File: src/logic/ict_pkg.sv
/*
  Package for the instruction cycle timing block: operation codes, the
  request carrier, the state layout and every cycle count.
  Assumes one processor clock and zero-wait-state memory.
*/
package ict_pkg;

  localparam int REP_W = 16;
  localparam int CNT_W = 22;
  localparam int BASE_W = 6;

  // ****************************************************************
  // Cycle counts
  // ****************************************************************
  localparam logic [BASE_W-1:0] CYC_JUMP_NOT_TAKEN = 6'h03;
  localparam logic [BASE_W-1:0] CYC_JUMP_TAKEN = 6'h05;
  localparam logic [BASE_W-1:0] CYC_LOOP_NOT_TAKEN = 6'h03;
  localparam logic [BASE_W-1:0] CYC_LOOP_TAKEN = 6'h04;
  localparam logic [BASE_W-1:0] CYC_LOAD_STRING_WIDE = 6'h08;
  localparam logic [BASE_W-1:0] CYC_LOAD_STRING_NARROW = 6'h0C;
  localparam logic [BASE_W-1:0] CYC_MOVE_STRING_WIDE = 6'h18;
  localparam logic [BASE_W-1:0] CYC_MOVE_STRING_NARROW = 6'h20;
  localparam logic [BASE_W-1:0] CYC_ACC_MEM_WIDE = 6'h05;
  localparam logic [BASE_W-1:0] CYC_ACC_MEM_NARROW_BYTE = 6'h08;
  localparam logic [BASE_W-1:0] CYC_ACC_MEM_NARROW_WORD = 6'h0C;
  localparam logic [BASE_W-1:0] CYC_IMM_TO_REG = 6'h01;
  localparam logic [BASE_W-1:0] CYC_OR_IMM_TO_ACC = 6'h01;
  localparam logic [BASE_W-1:0] CYC_SEG_TO_REG = 6'h02;
  localparam logic [BASE_W-1:0] CYC_SEG_TO_MEM_WIDE = 6'h05;
  localparam logic [BASE_W-1:0] CYC_SEG_TO_MEM_NARROW = 6'h14;
  localparam logic [BASE_W-1:0] CYC_UNSUPPORTED = 6'h01;

  // ****************************************************************
  // Operations
  // ****************************************************************
  typedef enum logic [4:0] {
    OP_JUMP_IF_SIGN_CLEAR,
    OP_JUMP_IF_NONZERO,
    OP_JUMP_IF_OVERFLOW,
    OP_JUMP_IF_PARITY,
    OP_JUMP_IF_SIGN,
    OP_JUMP_IF_ZERO,
    OP_LOOP,
    OP_LOOP_WHILE_EQUAL,
    OP_LOOP_WHILE_NOT_EQUAL,
    OP_LOOP_WHILE_ZERO,
    OP_LOOP_WHILE_NOT_ZERO,
    OP_LOAD_STRING_REP,
    OP_MOVE_STRING_REP,
    OP_MOVE_VALUE_ACC_TO_MEM,
    OP_MOVE_VALUE_MEM_TO_ACC,
    OP_MOVE_VALUE_IMM_TO_REG,
    OP_OR_IMM_TO_ACC,
    OP_MOVE_VALUE_SEG_TO_REG,
    OP_MOVE_VALUE_SEG_TO_MEM
  } ict_op_e;

  typedef struct packed {
    ict_op_e op;
    logic flagSign;
    logic flagZero;
    logic flagOverflow;
    logic flagParity;
    logic countNonzero;
    logic narrowBus;
    logic wordOp;
    logic [REP_W-1:0] repCount;
  } ict_req_s;

  typedef struct packed {
    logic busy;
    logic done;
    logic taken;
    logic unsupported;
    logic [CNT_W-1:0] remain;
    logic [CNT_W-1:0] cycles;
  } ict_state_s;

endpackage

File: src/logic/ict_timer.sv
/*
  Instruction cycle timing engine: takes one instruction request, works
  out its execution time in clock cycles and holds busy for that long.
  Assumes start and the request come from logic on the same clock.
*/
`timescale 1ns/1ps

// How it works
// - Flag jumps: 3 not taken, 5 taken
// - Loops: 3 not taken, 4 taken
// - Repeated load string: 8+8n or 12+12n
// - Repeated move string: 24+24n or 32+32n
// - Accumulator to memory: 5, else 8/12
// - Memory to accumulator: 5, else 8/12
// - Immediate to register: one cycle
// - OR immediate into accumulator: one cycle
// - Segment move: 2 register, 5/20 memory
module ict_timer (
  input wire logic clk,
  input wire logic reset,
  input wire logic start,
  input wire ict_pkg::ict_req_s req,
  output logic busy,
  output logic done,
  output logic branchTaken,
  output logic unsupported,
  output logic [ict_pkg::CNT_W-1:0] cycleTotal
);

  ict_pkg::ict_state_s st_ff;
  ict_pkg::ict_state_s nxt_st;
  logic [ict_pkg::BASE_W-1:0] base;
  logic [ict_pkg::CNT_W-1:0] total;
  logic isTaken;
  logic isBad;
  logic isRep;
  logic take;

  assign take = start && !st_ff.busy;

  // ****************************************************************
  // Cycle count lookup
  // ****************************************************************
  always_comb
  begin
    base = ict_pkg::CYC_UNSUPPORTED;
    isTaken = 1'b0;
    isBad = 1'b0;
    isRep = 1'b0;
    case (req.op)
      ict_pkg::OP_JUMP_IF_SIGN_CLEAR: isTaken = !req.flagSign;
      ict_pkg::OP_JUMP_IF_NONZERO: isTaken = !req.flagZero;
      ict_pkg::OP_JUMP_IF_OVERFLOW: isTaken = req.flagOverflow;
      ict_pkg::OP_JUMP_IF_PARITY: isTaken = req.flagParity;
      ict_pkg::OP_JUMP_IF_SIGN: isTaken = req.flagSign;
      ict_pkg::OP_JUMP_IF_ZERO: isTaken = req.flagZero;
      ict_pkg::OP_LOOP: isTaken = req.countNonzero;
      ict_pkg::OP_LOOP_WHILE_EQUAL,
      ict_pkg::OP_LOOP_WHILE_ZERO: isTaken = req.countNonzero && req.flagZero;
      ict_pkg::OP_LOOP_WHILE_NOT_EQUAL,
      ict_pkg::OP_LOOP_WHILE_NOT_ZERO: isTaken = req.countNonzero && !req.flagZero;
      default: isTaken = 1'b0;
    endcase
    case (req.op)
      ict_pkg::OP_JUMP_IF_SIGN_CLEAR,
      ict_pkg::OP_JUMP_IF_NONZERO,
      ict_pkg::OP_JUMP_IF_OVERFLOW,
      ict_pkg::OP_JUMP_IF_PARITY,
      ict_pkg::OP_JUMP_IF_SIGN,
      ict_pkg::OP_JUMP_IF_ZERO:
        base = isTaken ? ict_pkg::CYC_JUMP_TAKEN : ict_pkg::CYC_JUMP_NOT_TAKEN;
      ict_pkg::OP_LOOP,
      ict_pkg::OP_LOOP_WHILE_EQUAL,
      ict_pkg::OP_LOOP_WHILE_NOT_EQUAL,
      ict_pkg::OP_LOOP_WHILE_ZERO,
      ict_pkg::OP_LOOP_WHILE_NOT_ZERO:
        base = isTaken ? ict_pkg::CYC_LOOP_TAKEN : ict_pkg::CYC_LOOP_NOT_TAKEN;
      ict_pkg::OP_LOAD_STRING_REP:
      begin
        isRep = 1'b1;
        base = req.narrowBus ? ict_pkg::CYC_LOAD_STRING_NARROW
                             : ict_pkg::CYC_LOAD_STRING_WIDE;
      end
      ict_pkg::OP_MOVE_STRING_REP:
      begin
        isRep = 1'b1;
        base = req.narrowBus ? ict_pkg::CYC_MOVE_STRING_NARROW
                             : ict_pkg::CYC_MOVE_STRING_WIDE;
      end
      ict_pkg::OP_MOVE_VALUE_ACC_TO_MEM,
      ict_pkg::OP_MOVE_VALUE_MEM_TO_ACC:
        // Narrow bus needs a second byte transfer for words
        base = !req.narrowBus ? ict_pkg::CYC_ACC_MEM_WIDE
             : req.wordOp ? ict_pkg::CYC_ACC_MEM_NARROW_WORD
             : ict_pkg::CYC_ACC_MEM_NARROW_BYTE;
      ict_pkg::OP_MOVE_VALUE_IMM_TO_REG: base = ict_pkg::CYC_IMM_TO_REG;
      ict_pkg::OP_OR_IMM_TO_ACC: base = ict_pkg::CYC_OR_IMM_TO_ACC;
      ict_pkg::OP_MOVE_VALUE_SEG_TO_REG: base = ict_pkg::CYC_SEG_TO_REG;
      ict_pkg::OP_MOVE_VALUE_SEG_TO_MEM:
        base = req.narrowBus ? ict_pkg::CYC_SEG_TO_MEM_NARROW
                             : ict_pkg::CYC_SEG_TO_MEM_WIDE;
      default: isBad = 1'b1;
    endcase
    // Repeat cost grows linearly; width holds the largest count
    total = CNT_W_EXT(base);
    if (isRep)
    begin
      total = CNT_W_EXT(base) + CNT_W_EXT(base) * ict_pkg::CNT_W'(req.repCount);
    end
  end

  function automatic logic [ict_pkg::CNT_W-1:0] CNT_W_EXT(input logic [ict_pkg::BASE_W-1:0] v);
    CNT_W_EXT = {{(ict_pkg::CNT_W-ict_pkg::BASE_W){1'b0}}, v};
  endfunction

  // ****************************************************************
  // Execution counter
  // ****************************************************************
  always_comb
  begin
    nxt_st = st_ff;
    nxt_st.done = 1'b0;
    if (!st_ff.busy)
    begin
      if (take)
      begin
        // Busy covers exactly total cycles, done marks the last
        nxt_st.busy = 1'b1;
        nxt_st.remain = total - 1'b1;
        nxt_st.done = (total == ict_pkg::CNT_W'(1));
        nxt_st.cycles = total;
        nxt_st.taken = isTaken;
        nxt_st.unsupported = isBad;
      end
    end
    else if (st_ff.remain == '0)
    begin
      nxt_st.busy = 1'b0;
    end
    else
    begin
      nxt_st.remain = st_ff.remain - 1'b1;
      nxt_st.done = (st_ff.remain == ict_pkg::CNT_W'(1));
    end
  end

  always_ff @(posedge clk or posedge reset)
  begin
    if (reset)
    begin
      st_ff <= '0;
    end
    else
    begin
      st_ff <= nxt_st;
    end
  end

  assign busy = st_ff.busy;
  assign done = st_ff.done;
  assign branchTaken = st_ff.taken;
  assign unsupported = st_ff.unsupported;
  assign cycleTotal = st_ff.cycles;

  // ****************************************************************
  // Checks
  // ****************************************************************
  chk_jump_not_taken: assert property (@(posedge clk) disable iff (reset)
    take && req.op inside {ict_pkg::OP_JUMP_IF_SIGN_CLEAR, ict_pkg::OP_JUMP_IF_ZERO,
      ict_pkg::OP_JUMP_IF_NONZERO, ict_pkg::OP_JUMP_IF_OVERFLOW,
      ict_pkg::OP_JUMP_IF_PARITY, ict_pkg::OP_JUMP_IF_SIGN} && !isTaken
    |=> (busy && !done)[*2] ##1 done ##1 !busy)
    else $error("jump not taken not three cycles");

  chk_jump_taken: assert property (@(posedge clk) disable iff (reset)
    take && req.op == ict_pkg::OP_JUMP_IF_ZERO && req.flagZero
    |=> (busy && !done)[*4] ##1 done ##1 !busy)
    else $error("jump taken not five cycles");

  chk_loop_cycles: assert property (@(posedge clk) disable iff (reset)
    take && req.op == ict_pkg::OP_LOOP
    |=> cycleTotal == ($past(req.countNonzero) ? 22'h000004 : 22'h000003))
    else $error("loop cycle count wrong");

  chk_loop_done: assert property (@(posedge clk) disable iff (reset)
    take && req.op == ict_pkg::OP_LOOP && req.countNonzero |-> ##4 done)
    else $error("taken loop not done at four");

  chk_load_string: assert property (@(posedge clk) disable iff (reset)
    take && req.op == ict_pkg::OP_LOAD_STRING_REP
    |=> cycleTotal == ($past(req.narrowBus) ? 22'h00000C + 22'h00000C * $past(req.repCount)
                                            : 22'h000008 + 22'h000008 * $past(req.repCount)))
    else $error("load string count wrong");

  chk_move_string: assert property (@(posedge clk) disable iff (reset)
    take && req.op == ict_pkg::OP_MOVE_STRING_REP
    |=> cycleTotal == ($past(req.narrowBus) ? 22'h000020 + 22'h000020 * $past(req.repCount)
                                            : 22'h000018 + 22'h000018 * $past(req.repCount)))
    else $error("move string count wrong");

  chk_acc_store: assert property (@(posedge clk) disable iff (reset)
    take && req.op == ict_pkg::OP_MOVE_VALUE_ACC_TO_MEM && req.narrowBus && req.wordOp
    |-> ##12 done)
    else $error("narrow word store not twelve cycles");

  chk_acc_load: assert property (@(posedge clk) disable iff (reset)
    take && req.op == ict_pkg::OP_MOVE_VALUE_MEM_TO_ACC
    |=> cycleTotal == (!$past(req.narrowBus) ? 22'h000005 :
                       $past(req.wordOp) ? 22'h00000C : 22'h000008))
    else $error("accumulator load count wrong");

  chk_single_cycle: assert property (@(posedge clk) disable iff (reset)
    take && req.op inside {ict_pkg::OP_MOVE_VALUE_IMM_TO_REG, ict_pkg::OP_OR_IMM_TO_ACC}
    |=> busy && done ##1 !busy)
    else $error("single cycle op not one cycle");

  chk_segment_move: assert property (@(posedge clk) disable iff (reset)
    take && req.op == ict_pkg::OP_MOVE_VALUE_SEG_TO_MEM && req.narrowBus
    |=> cycleTotal == 22'h000014 ##19 done)
    else $error("segment store not twenty cycles");

  chk_done_ends: assert property (@(posedge clk) disable iff (reset)
    done |-> busy ##1 !busy && !done)
    else $error("done not on last busy cycle");

endmodule
File: config.mk
export PLATFORM = sky130hd
export DESIGN_NAME = ict_timer
export DESIGN_NICKNAME = d
export VERILOG_FILES = /design/src/logic/ict_pkg.sv /design/src/logic/ict_timer.sv
export SDC_FILE = /design/constraint.sdc
export NUM_CORES = 1
export LEC_CHECK = 0
export BUFFER_PORTS_ARGS = -buffer_cell sky130_fd_sc_hd__buf_2
export CAP_MARGIN = 0
export CORE_ASPECT_RATIO = 0.8
export CORE_MARGIN = 5
export CORE_UTILIZATION = 62
export CTS_CLUSTER_SIZE = 20
export DETAILED_ROUTE_END_ITERATION = 8
export PLACE_DENSITY = 0.81
export SYNTH_ARGS = -nofsm -noshare
export SYNTH_HDL_FRONTEND = slang
export SYNTH_SLANG_ARGS = --single-unit
File: constraint.sdc
create_clock -name clk -period 3.1 [get_ports clk]
set_input_delay 0.31 -clock clk [delete_from_list [all_inputs] [get_ports clk]]
set_output_delay 0.31 -clock clk [all_outputs]
set_load 0.05 [all_outputs]
==> results_dict.tcl, run 1 <==
set metrics [dict create \
    netlist.area_leader.share_pct 17.51 \
    avgSynthCellArea_sq_um 8.234 \
    rows 34 \
    dp_slack_ns -3.461 \
    cts_made_buffers 5 \
    firstError "[ERROR GRT-0232] Routing congestion too high. Check the congestion heatmap in the GUI." \
    yosysTopAreaCell "dfrtp_1" \
    syn-num-nets 977 \
    syn-cell-area_sq_mm 0.006859 \
    yosys-top-cells-area "dfrtp_1 (18%), fa_1 (18%), ha_1 (9.7%), nand2_1 (6.3%), inv_1 (4.6%)" \
    synthXorXnorAreaFrac_pct 3.703 \
    hold_buffers 0 \
    synthArstFlopShare_pct 100.0 \
    ys_ff_latch 48 \
    start_util_pct 63.23 \
    synth_ff_type "dfrtp_1" \
    crit_endpoint "st_ff[43]$_DFFE_PP0P_/D" \
    ys_warn_count 0 \
    synth_mux_area_share_pct 1.605 \
    ioPinCount 57 \
    yosys.area_share.simple_pct 25.88 \
    gp_congestion 0.9440 \
    dpl.hpwl_microns 15850 \
    syn-instance-count 833 \
    grt_overflow 54 \
    synthAdderAreaFrac_pct 27.18 \
    synth_edf_count 0 \
    dp_cells 1152 \
    synth_top_family_by_area "adder cells" \
    seq_area_frac_synth_pct 17.51 \
    antenna_found_initial 4 \
    outcome "did not finish" \
    clock_tree.buffer_depth 2 \
    endpoint_type "register input" \
    port-buffer-count 56 \
    grt_max_degree 49 \
    root_buffer "clkbuf_16" \
    die_x_microns 127.6 \
    ys_types 80 \
    cts_max_level 2 \
    die_h_microns 104.1 \
    synth_compound_area_share_pct 15.27 \
    cts_sinks 48 \
    track_usage_pct 75.30 \
    stop_stage "global routing" \
]
## synth_stat cells (all sizes together), types with 18 or more instances
cell type,instances
fa,60
nand2,116
o21ai,60
nor3,26
inv,84
clkbuf,24
a21oi,36
xnor2,18
dfrtp,48
nand3,19
nor2b,36
ha,53
buf,28
and2,23
nor2,45
## metrics by stage
step	cell area (sq um)	hold slack, ns
2_1_floorplan	7093	0.4470
3_3_place_gp	8558	0.4584
3_5_place_dp	8558	0.4606
4_1_cts	9607	0.2811
## metal layers
layer  GRT overflow  GRT usage (%)
met4             22          73.41
met3              1          64.17
met1              1          75.75
met2             30          87.94
met5              0          32.94
## repair_timing
action	in CTS
pin swaps	63
endpoints found under the setup margin	43
buffers inserted	32
resized for setup	148
## cells by family after synthesis
group,after synthesis
buffers and inverters,136
xor gates and xnor gates,29
AOI/OAI and AO/OA,159
and+or+nand+nor,338
DFF,48
muxes,10
adders and majority gates,113
==> inputs of run 2 (changes only) <==
--- a/config.mk
+++ b/config.mk
@@ -7,12 +7,10 @@
 export LEC_CHECK = 0
 export BUFFER_PORTS_ARGS = -buffer_cell sky130_fd_sc_hd__buf_2
 export CAP_MARGIN = 0
-export CORE_ASPECT_RATIO = 0.8
 export CORE_MARGIN = 5
-export CORE_UTILIZATION = 62
-export CTS_CLUSTER_SIZE = 20
+export CORE_UTILIZATION = 40
 export DETAILED_ROUTE_END_ITERATION = 8
-export PLACE_DENSITY = 0.81
+export PLACE_DENSITY_LB_ADDON = 0.15
 export SYNTH_ARGS = -nofsm -noshare
 export SYNTH_HDL_FRONTEND = slang
 export SYNTH_SLANG_ARGS = --single-unit
==> results_dict.tcl, run 2 <==
set metrics [dict create \
    comb_power_share_pct 65.3 \
    swShare_pct 44.40 \
    whs_ns 0.2377 \
    fin_ws_ns -2.976 \
    violations "negative setup slack" \
    track_usage_pct 18.64 \
    tightest_slew_ns 0.9802 \
    slew_headroom_pct 34.56 \
    ys_ff_latch 48 \
    cp.arrival_ns 6.26 \
    outcome "finished, violations left" \
    post-route-period-util_pct 196.0 \
    required_ns 3.29 \
    rsz0062_at_grt "yes" \
    wirelength_microns 18520 \
    synth_common_cells "nand2_1 (116), inv_1 (84), fa_1 (60)" \
    die_x_microns 141.0 \
    nets 1188 \
    grt_pass1_wl_microns 31160 \
    stdcell_count 1265 \
    port-buffer-count 56 \
    dp_slack_ns -3.291 \
    switching_power_w 0.002112 \
    synth_most_common_cell "nand2_1" \
    power.internal_w 0.002645 \
    first_iter_violations 232 \
    rows 47 \
    yosys-top-cells-area "dfrtp_1 (18%), fa_1 (18%), ha_1 (9.7%), nand2_1 (6.3%), inv_1 (4.6%)" \
    top_usage_layer "met2" \
    path_max_fanout 4 \
    cts_made_buffers 5 \
    use_met3_pct 1.287 \
    syn-instance-count 833 \
    maxCapViolations 0 \
    cts_max_level 2 \
    timing.final.crit_period_ns 6.076 \
    clkPwrFrac_pct 13.4 \
    core-area_sq_mm 0.01670 \
    drive_gt1_share_pct 38.95 \
    grt_overflow 0 \
    synthArstFlopShare_pct 100.0 \
    ant_nets 0 \
    first_pass_iters 4 \
    met2_usage_pct 31.38 \
    finalSetupViolCount 43 \
    hold_buffers 0 \
    mostFrequentLayoutCell "buf_4" \
    fin_worst_skew_ns 0.006778 \
    worst_setup_path_start_kind "primary input" \
    p_seq_share_pct 21.3 \
    gp_congestion 0.8733 \
    die-area_sq_mm 0.01987 \
    root_buffer "clkbuf_16" \
    layout_common_cells "buf_4 (175), nand2_1 (107), inv_1 (76)" \
    clock_latency_ns 0.30 \
    grt_max_degree 49 \
    fmax_mhz 164.6 \
    cts_sinks 48 \
    grt_pass1_vias 6455 \
    crit_type "in2reg" \
    vias 6382 \
    synth_edf_count 0 \
    ys_warn_count 0 \
    area.growth.synth_to_final_pct 41.81 \
    dpl.hpwl_microns 14920 \
    diodes 0 \
    synth_ff_type "dfrtp_1" \
    seq_area_frac_synth_pct 17.51 \
    start_util_pct 41.07 \
    netlist.area_leader.share_pct 17.51 \
    avgSynthCellArea_sq_um 8.234 \
    clock_tree.buffer_depth 2 \
    clkSlewWorstSetupHoldPaths_ns 0.07 \
    syn-num-nets 977 \
    cellLeakagePower_nw 4.557 \
    syn-cell-area_sq_mm 0.006859 \
    avgRoutedWirePerCell_microns 14.64 \
    use_met1_pct 26.47 \
    ioPinCount 57 \
    powerDensity_mw_per_mm2 489.1 \
    ys_types 80 \
    min_path_type "in2async" \
    cts_tree "done" \
    drc_errors 0 \
    yosysTopAreaCell "dfrtp_1" \
    die_h_microns 141.0 \
    slew_viol_final 0 \
    antenna_found_initial 0 \
    post_drt_via_cell_ratio 5.045 \
    dp_cells 1231 \
    hold_viol 0 \
    setup_tns_ns -99.15 \
    cp-end-kind "register" \
    vdd_ir_drop_max_v 0.0004856 \
]
-- run 2: cell counts after synthesis --
No cell type changed its count.
-- run 2: cell type report --
type | count | area, sq um
clock inverter | 3 | 46.29
tap | 220 | 275.3
timing repair buffer | 256 | 1924
fill | 1513 | 6974
multi-input combinational | 649 | 5839
clock buffer | 5 | 125.1
inverter | 84 | 315.3
sequential | 48 | 1201
-- run 2: worst paths after layout --
check / cells past startpoint / slack, ns / startpoint / to
max: 27 / -2.98 / req[23] / st_ff[41]
min: 2 / 0.24 / reset / cycleTotal[21]
min in group clk: 3 / 0.45 / start / st_ff[25]
min reg2reg: 1 / 0.47 / cycleTotal[19] / cycleTotal[19]
max in group asynchronous: 2 / 2.25 / reset / cycleTotal[5]
max reg2reg: 10 / 0.56 / st_ff[32] / st_ff[28]
-- run 2: metrics by stage --
stage               total power, W  util (%)  area [sq um]
floorplan                 0.002824         -          7093
global placement          0.003645     51.95          8676
detailed placement        0.003684     51.95          8676
CTS                       0.004660     56.99          9518
finish                    0.004757     58.24          9727
global route              0.005137     58.24          9727
-- run 2: repair_timing --
| action | CTS | global route |
|---|---|---|
| pin swaps | 28 | 21 |
| gates cloned | 1 | 0 |
| gates resized for setup | 103 | 36 |
| setup endpoints to repair | 43 | 43 |
| setup buffers | 24 | 5 |
-- run 2: power groups by stage --
stage | Combinational (W) | Sequential, W | Clock, W
3_5_place_dp | 0.00267 | 0.00102 | 0
3_3_place_gp | 0.00263 | 0.00101 | 0
6_report | 0.00311 | 0.00101 | 0.000638
4_1_cts | 0.00300 | 0.00101 | 0.000646
2_1_floorplan | 0.00179 | 0.00103 | 0
5_1_grt | 0.00342 | 0.00104 | 0.000673
-- run 2: critical path, cell delays in order --
cell and delay [ns]:
buf_8 0.10, mux2_4 0.28, and3_4 0.17, a311o_1 0.28
or2_4 0.25, nor2_4 0.12, a21oi_2 0.04, nor2_2 0.12
a21oi_2 0.07, buf_12 0.14, nor2b_4 0.11, fa_1 0.41
fa_1 0.49, inv_1 0.05, fa_1 0.48, inv_2 0.04
fa_2 0.58, ha_4 0.21, a21o_1 0.18, a21oi_4 0.23
a21oi_4 0.10, o21ai_2 0.15, mux2_4 0.33, a2111oi_4 0.44
nand4_2 0.16, nand2b_4 0.16, a211o_1 0.24
-- run 2: logic make-up after synthesis --
family / share of synthesized area [%]
buffers and inverters: 8.847
XOR/XNOR: 3.703
flip-flops: 17.51
AND/OR/NAND/NOR: 25.88
multiplexers: 1.605
AO/OA/AOI/OAI: 15.27
adder cells (fa/ha/maj): 27.18
-- run 2: layer usage --
metal | vias to the layer above | routed length, microns
met5 | - | 0
met4 | 0 | 245
met3 | 19 | 475
met2 | 89 | 8826
met1 | 3033 | 8975
li1 | 3241 | -
Note: power is estimated with default switching activity, not from simulation.
